--- config.mk ---
export PLATFORM = sky130hd
export DESIGN_NAME = dcg_regs
export DESIGN_NICKNAME = d
export VERILOG_FILES = /design/src/common/dcg_pkg.sv /design/src/verilog/dcg_gain_apply.sv /design/src/verilog/dcg_regs.sv
export SDC_FILE = /design/constraint.sdc
export NUM_CORES = 1
export LEC_CHECK = 0
export BUFFER_PORTS_ARGS = -buffer_cell sky130_fd_sc_hd__buf_4
export CORE_MARGIN = 2
export CORE_UTILIZATION = 45
export CTS_CLUSTER_DIAMETER = 100
export CTS_CLUSTER_SIZE = 40
export DETAILED_ROUTE_END_ITERATION = 6
export MAX_ROUTING_LAYER = met4
export PLACE_DENSITY_LB_ADDON = 0.08
export SLEW_MARGIN = 30
export SYNTH_ARGS = -nofsm -noshare
export SYNTH_HDL_FRONTEND = slang
export SYNTH_SLANG_ARGS = --single-unit
--- constraint.sdc ---
create_clock -name clk_in -period 2.65 [get_ports clk_in]
set_clock_uncertainty 0.05 [all_clocks]
set_input_delay 0.3975 -clock clk_in [delete_from_list [all_inputs] [get_ports clk_in]]
set_output_delay 0.3975 -clock clk_in [all_outputs]
set_load 0.02 [all_outputs]
--- src/common/dcg_pkg.sv ---
// constants and types for the dual codec gain and routing register bank
package dcg_pkg;

	// ==========================================================
	// register addresses (8-bit, equal to the register number)
	localparam logic [7:0] ADDR_C1_ADC_GAIN = 8'h03;
	localparam logic [7:0] ADDR_C1_DAC_GAIN = 8'h04;
	localparam logic [7:0] ADDR_C1_ROUTE = 8'h05;
	localparam logic [7:0] ADDR_C2_DIVIDER = 8'h06;
	localparam logic [7:0] ADDR_C2_CONFIG = 8'h07;
	localparam logic [7:0] ADDR_C2_ADC_GAIN = 8'h08;
	localparam logic [7:0] ADDR_C2_DAC_GAIN = 8'h09;
	localparam logic [7:0] ADDR_C2_ROUTE = 8'h0A;
	localparam logic [7:0] ADDR_GAIN_CTRL = 8'h15;

	// ==========================================================
	// field positions
	localparam int ADC_OVF_BIT = 7;
	localparam int ADC_GAIN_LSB = 1;
	localparam int LINE_OUT_BIT = 0;
	localparam int DAC_GAIN_LSB = 0;
	localparam int ROUTE_IN_LSB = 3;
	localparam int ROUTE_OUT_LSB = 0;
	localparam int CFG_DIV_LSB = 4;
	localparam int CFG_ALOOP_BIT = 3;
	localparam int CFG_DLOOP_BIT = 2;
	localparam int CFG_PDN_BIT = 1;
	localparam int CFG_SRST_BIT = 0;
	localparam int HOLD_BIT = 2;
	localparam int VERSION_LSB = 4;
	localparam int CTRL_RSVD_BIT = 3;

	// ==========================================================
	// reset values
	localparam logic [6:0] RST_C1_ADC = 7'h00;
	localparam logic [5:0] RST_C1_DAC = 6'h00;
	localparam logic [7:0] RST_C1_ROUTE = 8'h84;
	localparam logic [7:0] RST_C2_DIVIDER = 8'h50;
	localparam logic [7:0] RST_C2_CONFIG = 8'h50;
	localparam logic [6:0] RST_C2_ADC = 7'h01;
	localparam logic [5:0] RST_C2_DAC = 6'h00;
	localparam logic [5:0] RST_C2_ROUTE = 6'h04;
	localparam logic [7:0] RST_GAIN_CTRL = 8'h18;

	// ==========================================================
	// gain codes and identity
	localparam logic [5:0] GAIN_MUTE = 6'h30;
	localparam logic [5:0] GAIN_0DB = 6'h19;
	localparam logic [5:0] GAIN_ALT_0DB = 6'h00;
	localparam int NUM_GAINS = 4;
	// arbitrary version value, nonzero as required
	localparam logic [3:0] VERSION_ID = 4'h1;

	typedef logic [5:0] dcg_gain_t;

endpackage

--- src/verilog/dcg_gain_apply.sv ---
// one applied gain stage: follows its register code unless held
module dcg_gain_apply (
	input wire logic clk_in,
	input wire logic sys_rst_in,
	input wire logic hold_in,
	input wire dcg_pkg::dcg_gain_t code_in,
	output dcg_pkg::dcg_gain_t gain_out,
	output logic mute_out
);
	import dcg_pkg::*;

	// ==========================================================
	// applied code
	always_ff @(posedge clk_in) begin
		if (sys_rst_in) begin
			gain_out <= GAIN_0DB;
		end else if (!hold_in) begin
			// all-zero folded onto the nominal 0 dB code
			gain_out <= (code_in == GAIN_ALT_0DB) ? GAIN_0DB : code_in;
		end
	end

	always_ff @(posedge clk_in) begin
		if (sys_rst_in) begin
			mute_out <= 1'b0;
		end else if (!hold_in) begin
			mute_out <= (code_in == GAIN_MUTE);
		end
	end

endmodule

--- src/verilog/dcg_regs.sv ---
// register bank for codec gains, routing and codec 2 configuration
module dcg_regs (
	input wire logic clk_in,
	input wire logic sys_rst_in,
	input wire logic reg_wr_in,
	input wire logic reg_rd_in,
	input wire logic [7:0] reg_addr_in,
	input wire logic [7:0] reg_wdata_in,
	input wire logic codec1_soft_reset_in,
	input wire logic codec1_adc_overflow_in,
	input wire logic codec2_adc_overflow_in,
	output logic [7:0] reg_rdata_out,
	output logic reg_rd_valid_out,
	output logic [4:0] c1_input_sel_out,
	output logic [2:0] c1_output_sel_out,
	output logic c1_line_output_out,
	output logic [4:0] c2_input_sel_out,
	output logic c2_handset_output_out,
	output logic c2_line_output_out,
	output logic [3:0] c2_divider_out,
	output logic c2_analog_loopback_out,
	output logic c2_digital_loopback_out,
	output logic c2_power_down_out,
	output logic gain_hold_out,
	output dcg_pkg::dcg_gain_t c1_adc_gain_out,
	output dcg_pkg::dcg_gain_t c1_dac_gain_out,
	output dcg_pkg::dcg_gain_t c2_adc_gain_out,
	output dcg_pkg::dcg_gain_t c2_dac_gain_out,
	output logic [3:0] gain_mute_out
);
	import dcg_pkg::*;

	// ==========================================================
	// storage
	logic [6:0] c1_adc_ff;
	logic [5:0] c1_dac_ff;
	logic [7:0] c1_route_ff;
	logic [7:0] c2_div_ff;
	logic [7:1] c2_cfg_ff;
	logic [6:0] c2_adc_ff;
	logic [5:0] c2_dac_ff;
	logic [7:2] c2_route_ff;
	logic c1_ovf_ff;
	logic c2_ovf_ff;
	logic wr_c1_adc;
	logic wr_c1_dac;
	logic wr_c1_route;
	logic wr_c2_div;
	logic wr_c2_cfg;
	logic wr_c2_adc;
	logic wr_c2_dac;
	logic wr_c2_route;
	logic wr_ctrl;
	logic c1_grp_rst;
	logic c2_grp_rst;
	logic [7:0] nxt_rdata;
	dcg_gain_t gain_code [NUM_GAINS];
	dcg_gain_t gain_applied [NUM_GAINS];

	// ==========================================================
	// address decode
	assign wr_c1_adc = reg_wr_in && (reg_addr_in == ADDR_C1_ADC_GAIN);
	assign wr_c1_dac = reg_wr_in && (reg_addr_in == ADDR_C1_DAC_GAIN);
	assign wr_c1_route = reg_wr_in && (reg_addr_in == ADDR_C1_ROUTE);
	assign wr_c2_div = reg_wr_in && (reg_addr_in == ADDR_C2_DIVIDER);
	assign wr_c2_cfg = reg_wr_in && (reg_addr_in == ADDR_C2_CONFIG);
	assign wr_c2_adc = reg_wr_in && (reg_addr_in == ADDR_C2_ADC_GAIN);
	assign wr_c2_dac = reg_wr_in && (reg_addr_in == ADDR_C2_DAC_GAIN);
	assign wr_c2_route = reg_wr_in && (reg_addr_in == ADDR_C2_ROUTE);
	assign wr_ctrl = reg_wr_in && (reg_addr_in == ADDR_GAIN_CTRL);

	// soft reset wins over the data of the same write
	assign c1_grp_rst = sys_rst_in || codec1_soft_reset_in;
	assign c2_grp_rst = sys_rst_in || (wr_c2_cfg && reg_wdata_in[CFG_SRST_BIT]);

	// ==========================================================
	// codec 1 group
	always_ff @(posedge clk_in) begin
		if (c1_grp_rst) begin
			c1_adc_ff <= RST_C1_ADC;
		end else if (wr_c1_adc) begin
			c1_adc_ff <= reg_wdata_in[6:0];
		end
	end

	always_ff @(posedge clk_in) begin
		if (c1_grp_rst) begin
			c1_dac_ff <= RST_C1_DAC;
		end else if (wr_c1_dac) begin
			// upper two bits are not kept
			c1_dac_ff <= reg_wdata_in[5:0];
		end
	end

	always_ff @(posedge clk_in) begin
		if (c1_grp_rst) begin
			c1_route_ff <= RST_C1_ROUTE;
		end else if (wr_c1_route) begin
			c1_route_ff <= reg_wdata_in;
		end
	end

	// ==========================================================
	// codec 2 group
	always_ff @(posedge clk_in) begin
		if (c2_grp_rst) begin
			c2_div_ff <= RST_C2_DIVIDER;
		end else if (wr_c2_div) begin
			// kept as written; host is expected never to touch it
			c2_div_ff <= reg_wdata_in;
		end
	end

	always_ff @(posedge clk_in) begin
		if (c2_grp_rst) begin
			c2_cfg_ff <= RST_C2_CONFIG[7:1];
		end else if (wr_c2_cfg) begin
			c2_cfg_ff <= reg_wdata_in[7:1];
		end
	end

	always_ff @(posedge clk_in) begin
		if (c2_grp_rst) begin
			c2_adc_ff <= RST_C2_ADC;
		end else if (wr_c2_adc) begin
			c2_adc_ff <= reg_wdata_in[6:0];
		end
	end

	always_ff @(posedge clk_in) begin
		if (c2_grp_rst) begin
			c2_dac_ff <= RST_C2_DAC;
		end else if (wr_c2_dac) begin
			c2_dac_ff <= reg_wdata_in[5:0];
		end
	end

	always_ff @(posedge clk_in) begin
		if (c2_grp_rst) begin
			c2_route_ff <= RST_C2_ROUTE;
		end else if (wr_c2_route) begin
			// output routing bits 1..0 are not stored and read back as zero
			c2_route_ff <= reg_wdata_in[7:2];
		end
	end

	// ==========================================================
	// gain hold control, outside both soft reset groups
	always_ff @(posedge clk_in) begin
		if (sys_rst_in) begin
			gain_hold_out <= RST_GAIN_CTRL[HOLD_BIT];
		end else if (wr_ctrl) begin
			gain_hold_out <= reg_wdata_in[HOLD_BIT];
		end
	end

	// ==========================================================
	// overflow flags: sticky until read, a new overflow beats the clear
	always_ff @(posedge clk_in) begin
		if (sys_rst_in) begin
			c1_ovf_ff <= 1'b0;
		end else if (codec1_adc_overflow_in) begin
			c1_ovf_ff <= 1'b1;
		end else if (reg_rd_in && reg_addr_in == ADDR_C1_ADC_GAIN) begin
			c1_ovf_ff <= 1'b0;
		end
	end

	always_ff @(posedge clk_in) begin
		if (sys_rst_in) begin
			c2_ovf_ff <= 1'b0;
		end else if (codec2_adc_overflow_in) begin
			c2_ovf_ff <= 1'b1;
		end else if (reg_rd_in && reg_addr_in == ADDR_C2_ADC_GAIN) begin
			c2_ovf_ff <= 1'b0;
		end
	end

	// ==========================================================
	// read path, one cycle latency, unmapped reads as zero
	always_comb begin
		nxt_rdata = 8'h00;
		unique case (reg_addr_in)
			ADDR_C1_ADC_GAIN: nxt_rdata = {c1_ovf_ff, c1_adc_ff};
			ADDR_C1_DAC_GAIN: nxt_rdata = {2'b00, c1_dac_ff};
			ADDR_C1_ROUTE: nxt_rdata = c1_route_ff;
			ADDR_C2_DIVIDER: nxt_rdata = c2_div_ff;
			// reset request bit always reads back zero
			ADDR_C2_CONFIG: nxt_rdata = {c2_cfg_ff, 1'b0};
			ADDR_C2_ADC_GAIN: nxt_rdata = {c2_ovf_ff, c2_adc_ff};
			ADDR_C2_DAC_GAIN: nxt_rdata = {2'b00, c2_dac_ff};
			ADDR_C2_ROUTE: nxt_rdata = {c2_route_ff, 2'b00};
			ADDR_GAIN_CTRL: nxt_rdata = {VERSION_ID, 1'b1, gain_hold_out, 2'b00};
			default: nxt_rdata = 8'h00;
		endcase
	end

	always_ff @(posedge clk_in) begin
		if (sys_rst_in) begin
			reg_rdata_out <= 8'h00;
		end else if (reg_rd_in) begin
			reg_rdata_out <= nxt_rdata;
		end
	end

	always_ff @(posedge clk_in) begin
		if (sys_rst_in) begin
			reg_rd_valid_out <= 1'b0;
		end else begin
			reg_rd_valid_out <= reg_rd_in;
		end
	end

	// ==========================================================
	// control outputs straight from the stored fields
	assign c1_input_sel_out = c1_route_ff[7:ROUTE_IN_LSB];
	assign c1_output_sel_out = c1_route_ff[2:ROUTE_OUT_LSB];
	assign c1_line_output_out = c1_adc_ff[LINE_OUT_BIT];
	assign c2_input_sel_out = c2_route_ff[7:ROUTE_IN_LSB];
	assign c2_handset_output_out = c2_route_ff[2];
	assign c2_line_output_out = c2_adc_ff[LINE_OUT_BIT];
	assign c2_divider_out = c2_cfg_ff[7:CFG_DIV_LSB];
	assign c2_analog_loopback_out = c2_cfg_ff[CFG_ALOOP_BIT];
	assign c2_digital_loopback_out = c2_cfg_ff[CFG_DLOOP_BIT];
	assign c2_power_down_out = c2_cfg_ff[CFG_PDN_BIT];

	// ==========================================================
	// applied gains
	assign gain_code[0] = c1_adc_ff[6:ADC_GAIN_LSB];
	assign gain_code[1] = c1_dac_ff;
	assign gain_code[2] = c2_adc_ff[6:ADC_GAIN_LSB];
	assign gain_code[3] = c2_dac_ff;

	generate
		for (genvar g = 0; g < NUM_GAINS; g++) begin : g_gain
			dcg_gain_apply u_apply (
				.clk_in(clk_in),
				.sys_rst_in(sys_rst_in),
				.hold_in(gain_hold_out),
				.code_in(gain_code[g]),
				.gain_out(gain_applied[g]),
				.mute_out(gain_mute_out[g])
			);
		end
	endgenerate

	assign c1_adc_gain_out = gain_applied[0];
	assign c1_dac_gain_out = gain_applied[1];
	assign c2_adc_gain_out = gain_applied[2];
	assign c2_dac_gain_out = gain_applied[3];

endmodule

# ---- Yosys cells after proc, flatten, opt, wreduce, memory -nomap -nowiden
# Index checks and enable logic that the tools add are counted.
dict set report op_classes {
  n_addsub 0
  mul 0
  div 0
  order_cmp 0
  n_eq_ne 13
  shifts 0
  mux 9
  n_bitwise 0
  reduce_logical 20
}
# operator count
set ops {}
lappend ops {{$pmux 8 s9} 1}
lappend ops {{$eq 8x3->1 const B} 4}
lappend ops {{$eq 6x6->1 const B} 4}
lappend ops {{$eq 8x4->1 const B} 3}
lappend ops {{$logic_not 6->1} 4}
lappend ops {{$mux 6} 4}
lappend ops {{$logic_and 1x1->1} 12}
lappend ops {{$eq 8x2->1 const B} 1}
lappend ops {{$eq 8x5->1 const B} 1}
lappend ops {{$mux 1} 4}
lappend ops {{$reduce_bool 2->1} 2}
lappend ops {{$logic_or 1x1->1} 2}
dict set report totals {
  reg_bits 95
  latch_bits 0
  ram_bits 0
  romBits 0
  out_inout_bits 61
  elab_cells 63
  mem_count 0
}

# ---- Longest topological paths before layout
dict set report logic_depth {
  ltp_word 4
  depth_mapped 9
  mapped_depth_nobuf 5
}

# ---- By module
# Synthesis repeated with hierarchy kept, for this count alone.
dict set report unflattened {
  cells_unflattened 454
  area_unflattened_um2 4162.7
}
# module n_inst cells_per_inst area_each_um2 seq_area_each_um2
set by_module_without_submodules {}
lappend by_module_without_submodules {dcg_regs 1 334 3021.6 1341.3}
lappend by_module_without_submodules {dcg_gain_apply 4 30 285.3 140.1}

# ---- Worst setup path before layout
# OpenSTA, ideal clock, no wires.
dict set report synth_timing {
  path_type {input to register}
  from {input reg_addr_in[5]}
  to {register c2_div_ff[0]}
  setup_time_ps 115
  arrival_time_ps 1911
  t_required_ps 2485
  setup_slack_ps 574
  stages 9
  n_path_buf 4
  cell_sequence {or4_1 buf_4 nor2_4 and4_1 buf_4 a21o_1 buf_6 buf_8 nor2_1}
}
dict set report synth_via {
  elab_chain_cells 4
  word_cells_on_any_way 6
}
# element line_no
set synth_rtl {}
lappend synth_rtl {{start: declaration} dcg_regs.sv:7} ;# input wire logic [7:0] reg_addr_in,
lappend synth_rtl {{$eq 8x3->1} dcg_regs.sv:66} ;# assign wr_c2_cfg = reg_wr_in && (reg_addr_in == ADDR_C2_CONFIG);
lappend synth_rtl {{$logic_and 1x1->1} dcg_regs.sv:66}
lappend synth_rtl {{$logic_and 1x1->1} dcg_regs.sv:74} ;# assign c2_grp_rst = sys_rst_in || (wr_c2_cfg && reg_wdata_in[CFG_SRST_BIT]);
lappend synth_rtl {{$logic_or 1x1->1} dcg_regs.sv:74}
lappend synth_rtl {{end signal: assignment} dcg_regs.sv:110} ;# c2_div_ff <= reg_wdata_in;
lappend synth_rtl {{end: declaration} dcg_regs.sv:38} ;# logic [7:0] c2_div_ff;
# Several ways; a longest one is shown, not always the timed one.
# A chain may end at the register's enable or synchronous reset.

# ---- Final worst setup path
dict set report layout_timing {
  from {input reg_addr_in[4]}
  to {register c2_adc_ff[2]}
}
dict set report layout_via {
  elab_chain_cells 4
  word_cells_on_any_way 6
}
# element line_no
set layout_rtl {}
lappend layout_rtl {{$eq 8x3->1} dcg_regs.sv:66}
lappend layout_rtl {{$logic_and 1x1->1} dcg_regs.sv:66}
lappend layout_rtl {{$logic_and 1x1->1} dcg_regs.sv:74}
lappend layout_rtl {{$logic_or 1x1->1} dcg_regs.sv:74}
lappend layout_rtl {{end signal: assignment} dcg_regs.sv:126} ;# c2_adc_ff <= reg_wdata_in[6:0];
lappend layout_rtl {{end: declaration} dcg_regs.sv:40} ;# logic [6:0] c2_adc_ff;
# Several ways; a longest one is shown, not always the timed one.

==> results.sh <==
export IMPL_hold_viol_final=0
export IMPL_ir_drop_uv=278.4
export IMPL_numPlacedInstances=638
export IMPL_drtPass1Iterations=5
export IMPL_syn_avg_cell_area_um2=8.920
export IMPL_synth_seq_area_share_pct=45.27
export IMPL_fin_nets=561
export IMPL_tightest_slew_ns=0.5757
export IMPL_slew_limit_headroom_pct=61.62
export IMPL_setup_tns_ns=0
export IMPL_async_flop_share_pct=0
export IMPL_drive_gt1_share_pct=22.14
export IMPL_ys_warn_count=0
export IMPL_yosys_top_cells_count="dfxtp_1 (95), nor2_1 (72), mux2i_1 (65)"
export IMPL_syn_nets=494
export IMPL_cts_setup_buffers=0
export IMPL_crit_slowest_cell="or4_1"
export IMPL_r2r_cells=5
export IMPL_setup_viol=0
export IMPL_r2r_start="c1_dac_ff[1]"
export IMPL_io_pins=84
export IMPL_r2r_setup_slack_ns=1.17
export IMPL_synthFlopType="dfxtp_1"
export IMPL_vias_per_cell=5.501
export IMPL_clock_sinks=95
export IMPL_worstSetupStartpointType="input port"
export IMPL_muxShareOfSynthArea_pct=16.56
export IMPL_design_area_um2=5062
export IMPL_synth_xor_area_share_pct=0
export IMPL_grt_max_degree=39
export IMPL_rsz0062_at_grt="false"
export IMPL_synth_seq_cells=95
export IMPL_synth_compound_area_share_pct=10.54
export IMPL_h_tree_depth=3
export IMPL_critPathMaxStageDelay_ns=0.70
export IMPL_power_density_nw_per_um2=525.6
export IMPL_slew_viol_final=0
export IMPL_die_area_um2=10130
export IMPL_vias=3592
export IMPL_p_leak_nw=2.206
export IMPL_critPathKind="input port to register"
export IMPL_endpoint="c2_adc_ff[2]"
export IMPL_wire_per_inst_um=18.50
export IMPL_fmax_ghz=0.4832
export IMPL_worstSkewPairLatency_ns=0.36
export IMPL_syn_area_um2=4202
export IMPL_n_antenna_cell=0
export IMPL_gp_congestion=0.8973
export IMPL_die_height_um=100.6
export IMPL_synth_top_area_share_pct=45.27
export IMPL_portBuffers=83
export IMPL_synth_top_family_by_area="simple AND/OR/NAND/NOR gates"
export IMPL_area_growth_syn_to_layout_pct=20.49
export IMPL_cts_made_buffers=9
export IMPL_grt_pass1_wl_um=18940
export IMPL_synth_area_leader_cell="dfxtp_1"
export IMPL_dpl_cell_area_um2=4846
export IMPL_grt_usage_pct=25.37
export IMPL_drtAntennaViolNets=0
export IMPL_synth_edf_count=0
export IMPL_r2r_end="reg_rdata_out[1]"
export IMPL_dp_hpwl_um=8754
export IMPL_synthAdderAreaFrac_pct=0
export IMPL_cts_root_buf="clkbuf_8"
export IMPL_cp_data_required_time_ns=2.89
export IMPL_ctsResizeCount=0
export IMPL_drc_errors=0
export IMPL_yosysUniqueCellTypes=46
export IMPL_synth_most_common_cell="dfxtp_1"
export IMPL_syn_inst=471
export IMPL_worst_hold_startpoint="codec1_adc_overflow_in"
export IMPL_outcome="completed"
export IMPL_critPathMaxFanout=8
export IMPL_core_area_um2=9153
export IMPL_cts_tree="yes"
export IMPL_startpoint="reg_addr_in[4]"
export IMPL_antenna_found_initial=0
export IMPL_utilization_pct=55.31
export IMPL_finalCritPeriodShare_pct=78.09
export IMPL_yosys_area_share_simple_pct=22.57
export IMPL_clk_pin_slew_ns=0.09
export IMPL_layout_cells_non_filler=653
export IMPL_clk_path_buf_depth=2
export IMPL_grt_pass1_vias=3326
export IMPL_ctsHoldBuffers=0
export IMPL_grt_overflow=0
export IMPL_cp_end_kind="register"
export IMPL_maxCapViolations=0
export IMPL_fp_dieW_um=100.6
export IMPL_holdWs_ns=0.1986
export IMPL_floorplan_rows=35
export IMPL_crit_chain="buf_4 -> or4_1 -> nor4_2 -> and2_0 -> nand2_1 -> a21oi_1"
export IMPL_routed_wirelength_um=12080
export IMPL_fin_crit_ns=2.069
export IMPL_start_util_pct=45.91
export IMPL_arrival_ns=2.31
export IMPL_worst_hold_path_type="input port to register"
export IMPL_drt_iter0_markers=209
export IMPL_yosys_top_cells_area="dfxtp_1 (45%), mux2i_1 (15%), nor2_1 (6.4%), nand2_1 (4.8%), a21oi_1 (2.5%)"
==> state kept, by name, summed over array words and instances, names as in the netlist <==
signal,cells
c1_adc_ff,7
c1_dac_ff,6
c1_ovf_ff,1
c1_route_ff,8
c2_adc_ff,7
c2_cfg_ff,7
c2_dac_ff,6
c2_div_ff,8
c2_ovf_ff,1
c2_route_ff,6
g_gain.u_apply.gain_out,24
g_gain.u_apply.mute_out,4
gain_hold_out,1
reg_rd_valid_out,1
reg_rdata_out,8
==> worst min-delay path by stage <==
| stage | to | slack, ns | cells past startpoint |
|---|---|---|---|
| global placement | reg_rdata_out[1] | 0.39 | 2 |
| CTS | c1_ovf_ff | 0.20 | 3 |
| detailed placement | reg_rdata_out[6] | 0.39 | 2 |
| global route | c1_ovf_ff | 0.21 | 3 |
| finish | c1_ovf_ff | 0.20 | 3 |
| floorplan | c2_div_ff[6] | 0.39 | 2 |
==> where the power goes <==
group / internal (mW) / switching (mW) / total (mW)
combinational: 0.0560 / 0.105 / 0.161
clock: 0.535 / 0.531 / 1.07
sequential: 1.43 / 0.00316 / 1.43
total: 2.02 / 0.639 / 2.66
==> through the flow <==
stage / setup WS, ns / power [mW]
global route: 0.4592 / 2.746
global placement: 0.2600 / 1.626
floorplan: 0.5740 / 1.562
detailed placement: 0.2046 / 1.626
finish: 0.5807 / 2.661
CTS: 0.5679 / 2.675
==> cells by family (layout without fill, tap and decap cells) <==
logic type | Yosys count | in the layout
buffers and inverters | 39 | 110
DFF | 95 | 95
AOI/OAI and AO/OA | 70 | 70
muxes | 68 | 68
and+or+nand+nor | 199 | 199
==> routing by layer <==
metal	up-vias	GRT usage [%]	part of all wire [%]
met5	-	-	0
met4	0	7.271	1.3
met3	13	3.953	6.0
met2	110	36.82	44
met1	1710	36.53	49
li1	1759	-	-
==> cell usage in the layout, fill, tap and decap left out, types with 4 or more instances in the layout <==
| cell type | synthesis | layout |
|---|---|---|
| nor2_1 | 72 | 72 |
| nor2b_1 | 15 | 15 |
| mux2i_1 | 65 | 65 |
| nand3_1 | 16 | 16 |
| a22o_1 | 4 | 4 |
| clkbuf_8 | 0 | 9 |
| buf_4 | 7 | 92 |
| nand2b_1 | 9 | 9 |
| nand2_1 | 54 | 54 |
| dfxtp_1 | 95 | 95 |
| nand3_2 | 5 | 5 |
| nor4_1 | 5 | 5 |
| o22ai_1 | 6 | 6 |
| a21oi_1 | 21 | 21 |
| o21ai_0 | 14 | 14 |
| nor3_1 | 10 | 10 |
| o21bai_1 | 6 | 6 |
==> final cells by class <==
| cell class | instances | area (µm²) |
|---|---|---|
| inverters | 2 | 7.507 |
| multi-input cells | 337 | 2087 |
| clock inverters | 6 | 92.59 |
| well taps | 111 | 138.9 |
| repair buffers | 93 | 710.7 |
| flip-flops and latches | 95 | 1902 |
| clock buffers | 9 | 123.9 |
| fillers | 896 | 4090 |
==> worst max-delay path, delay by kind of cell <==
family,cells,cell delay [ns]
AO/OA/AOI/OAI,1,0.16
buffers and inverters,1,0.14
AND/OR/NAND/NOR,4,1.61
No activity file was read; power rests on OpenSTA's default activity.
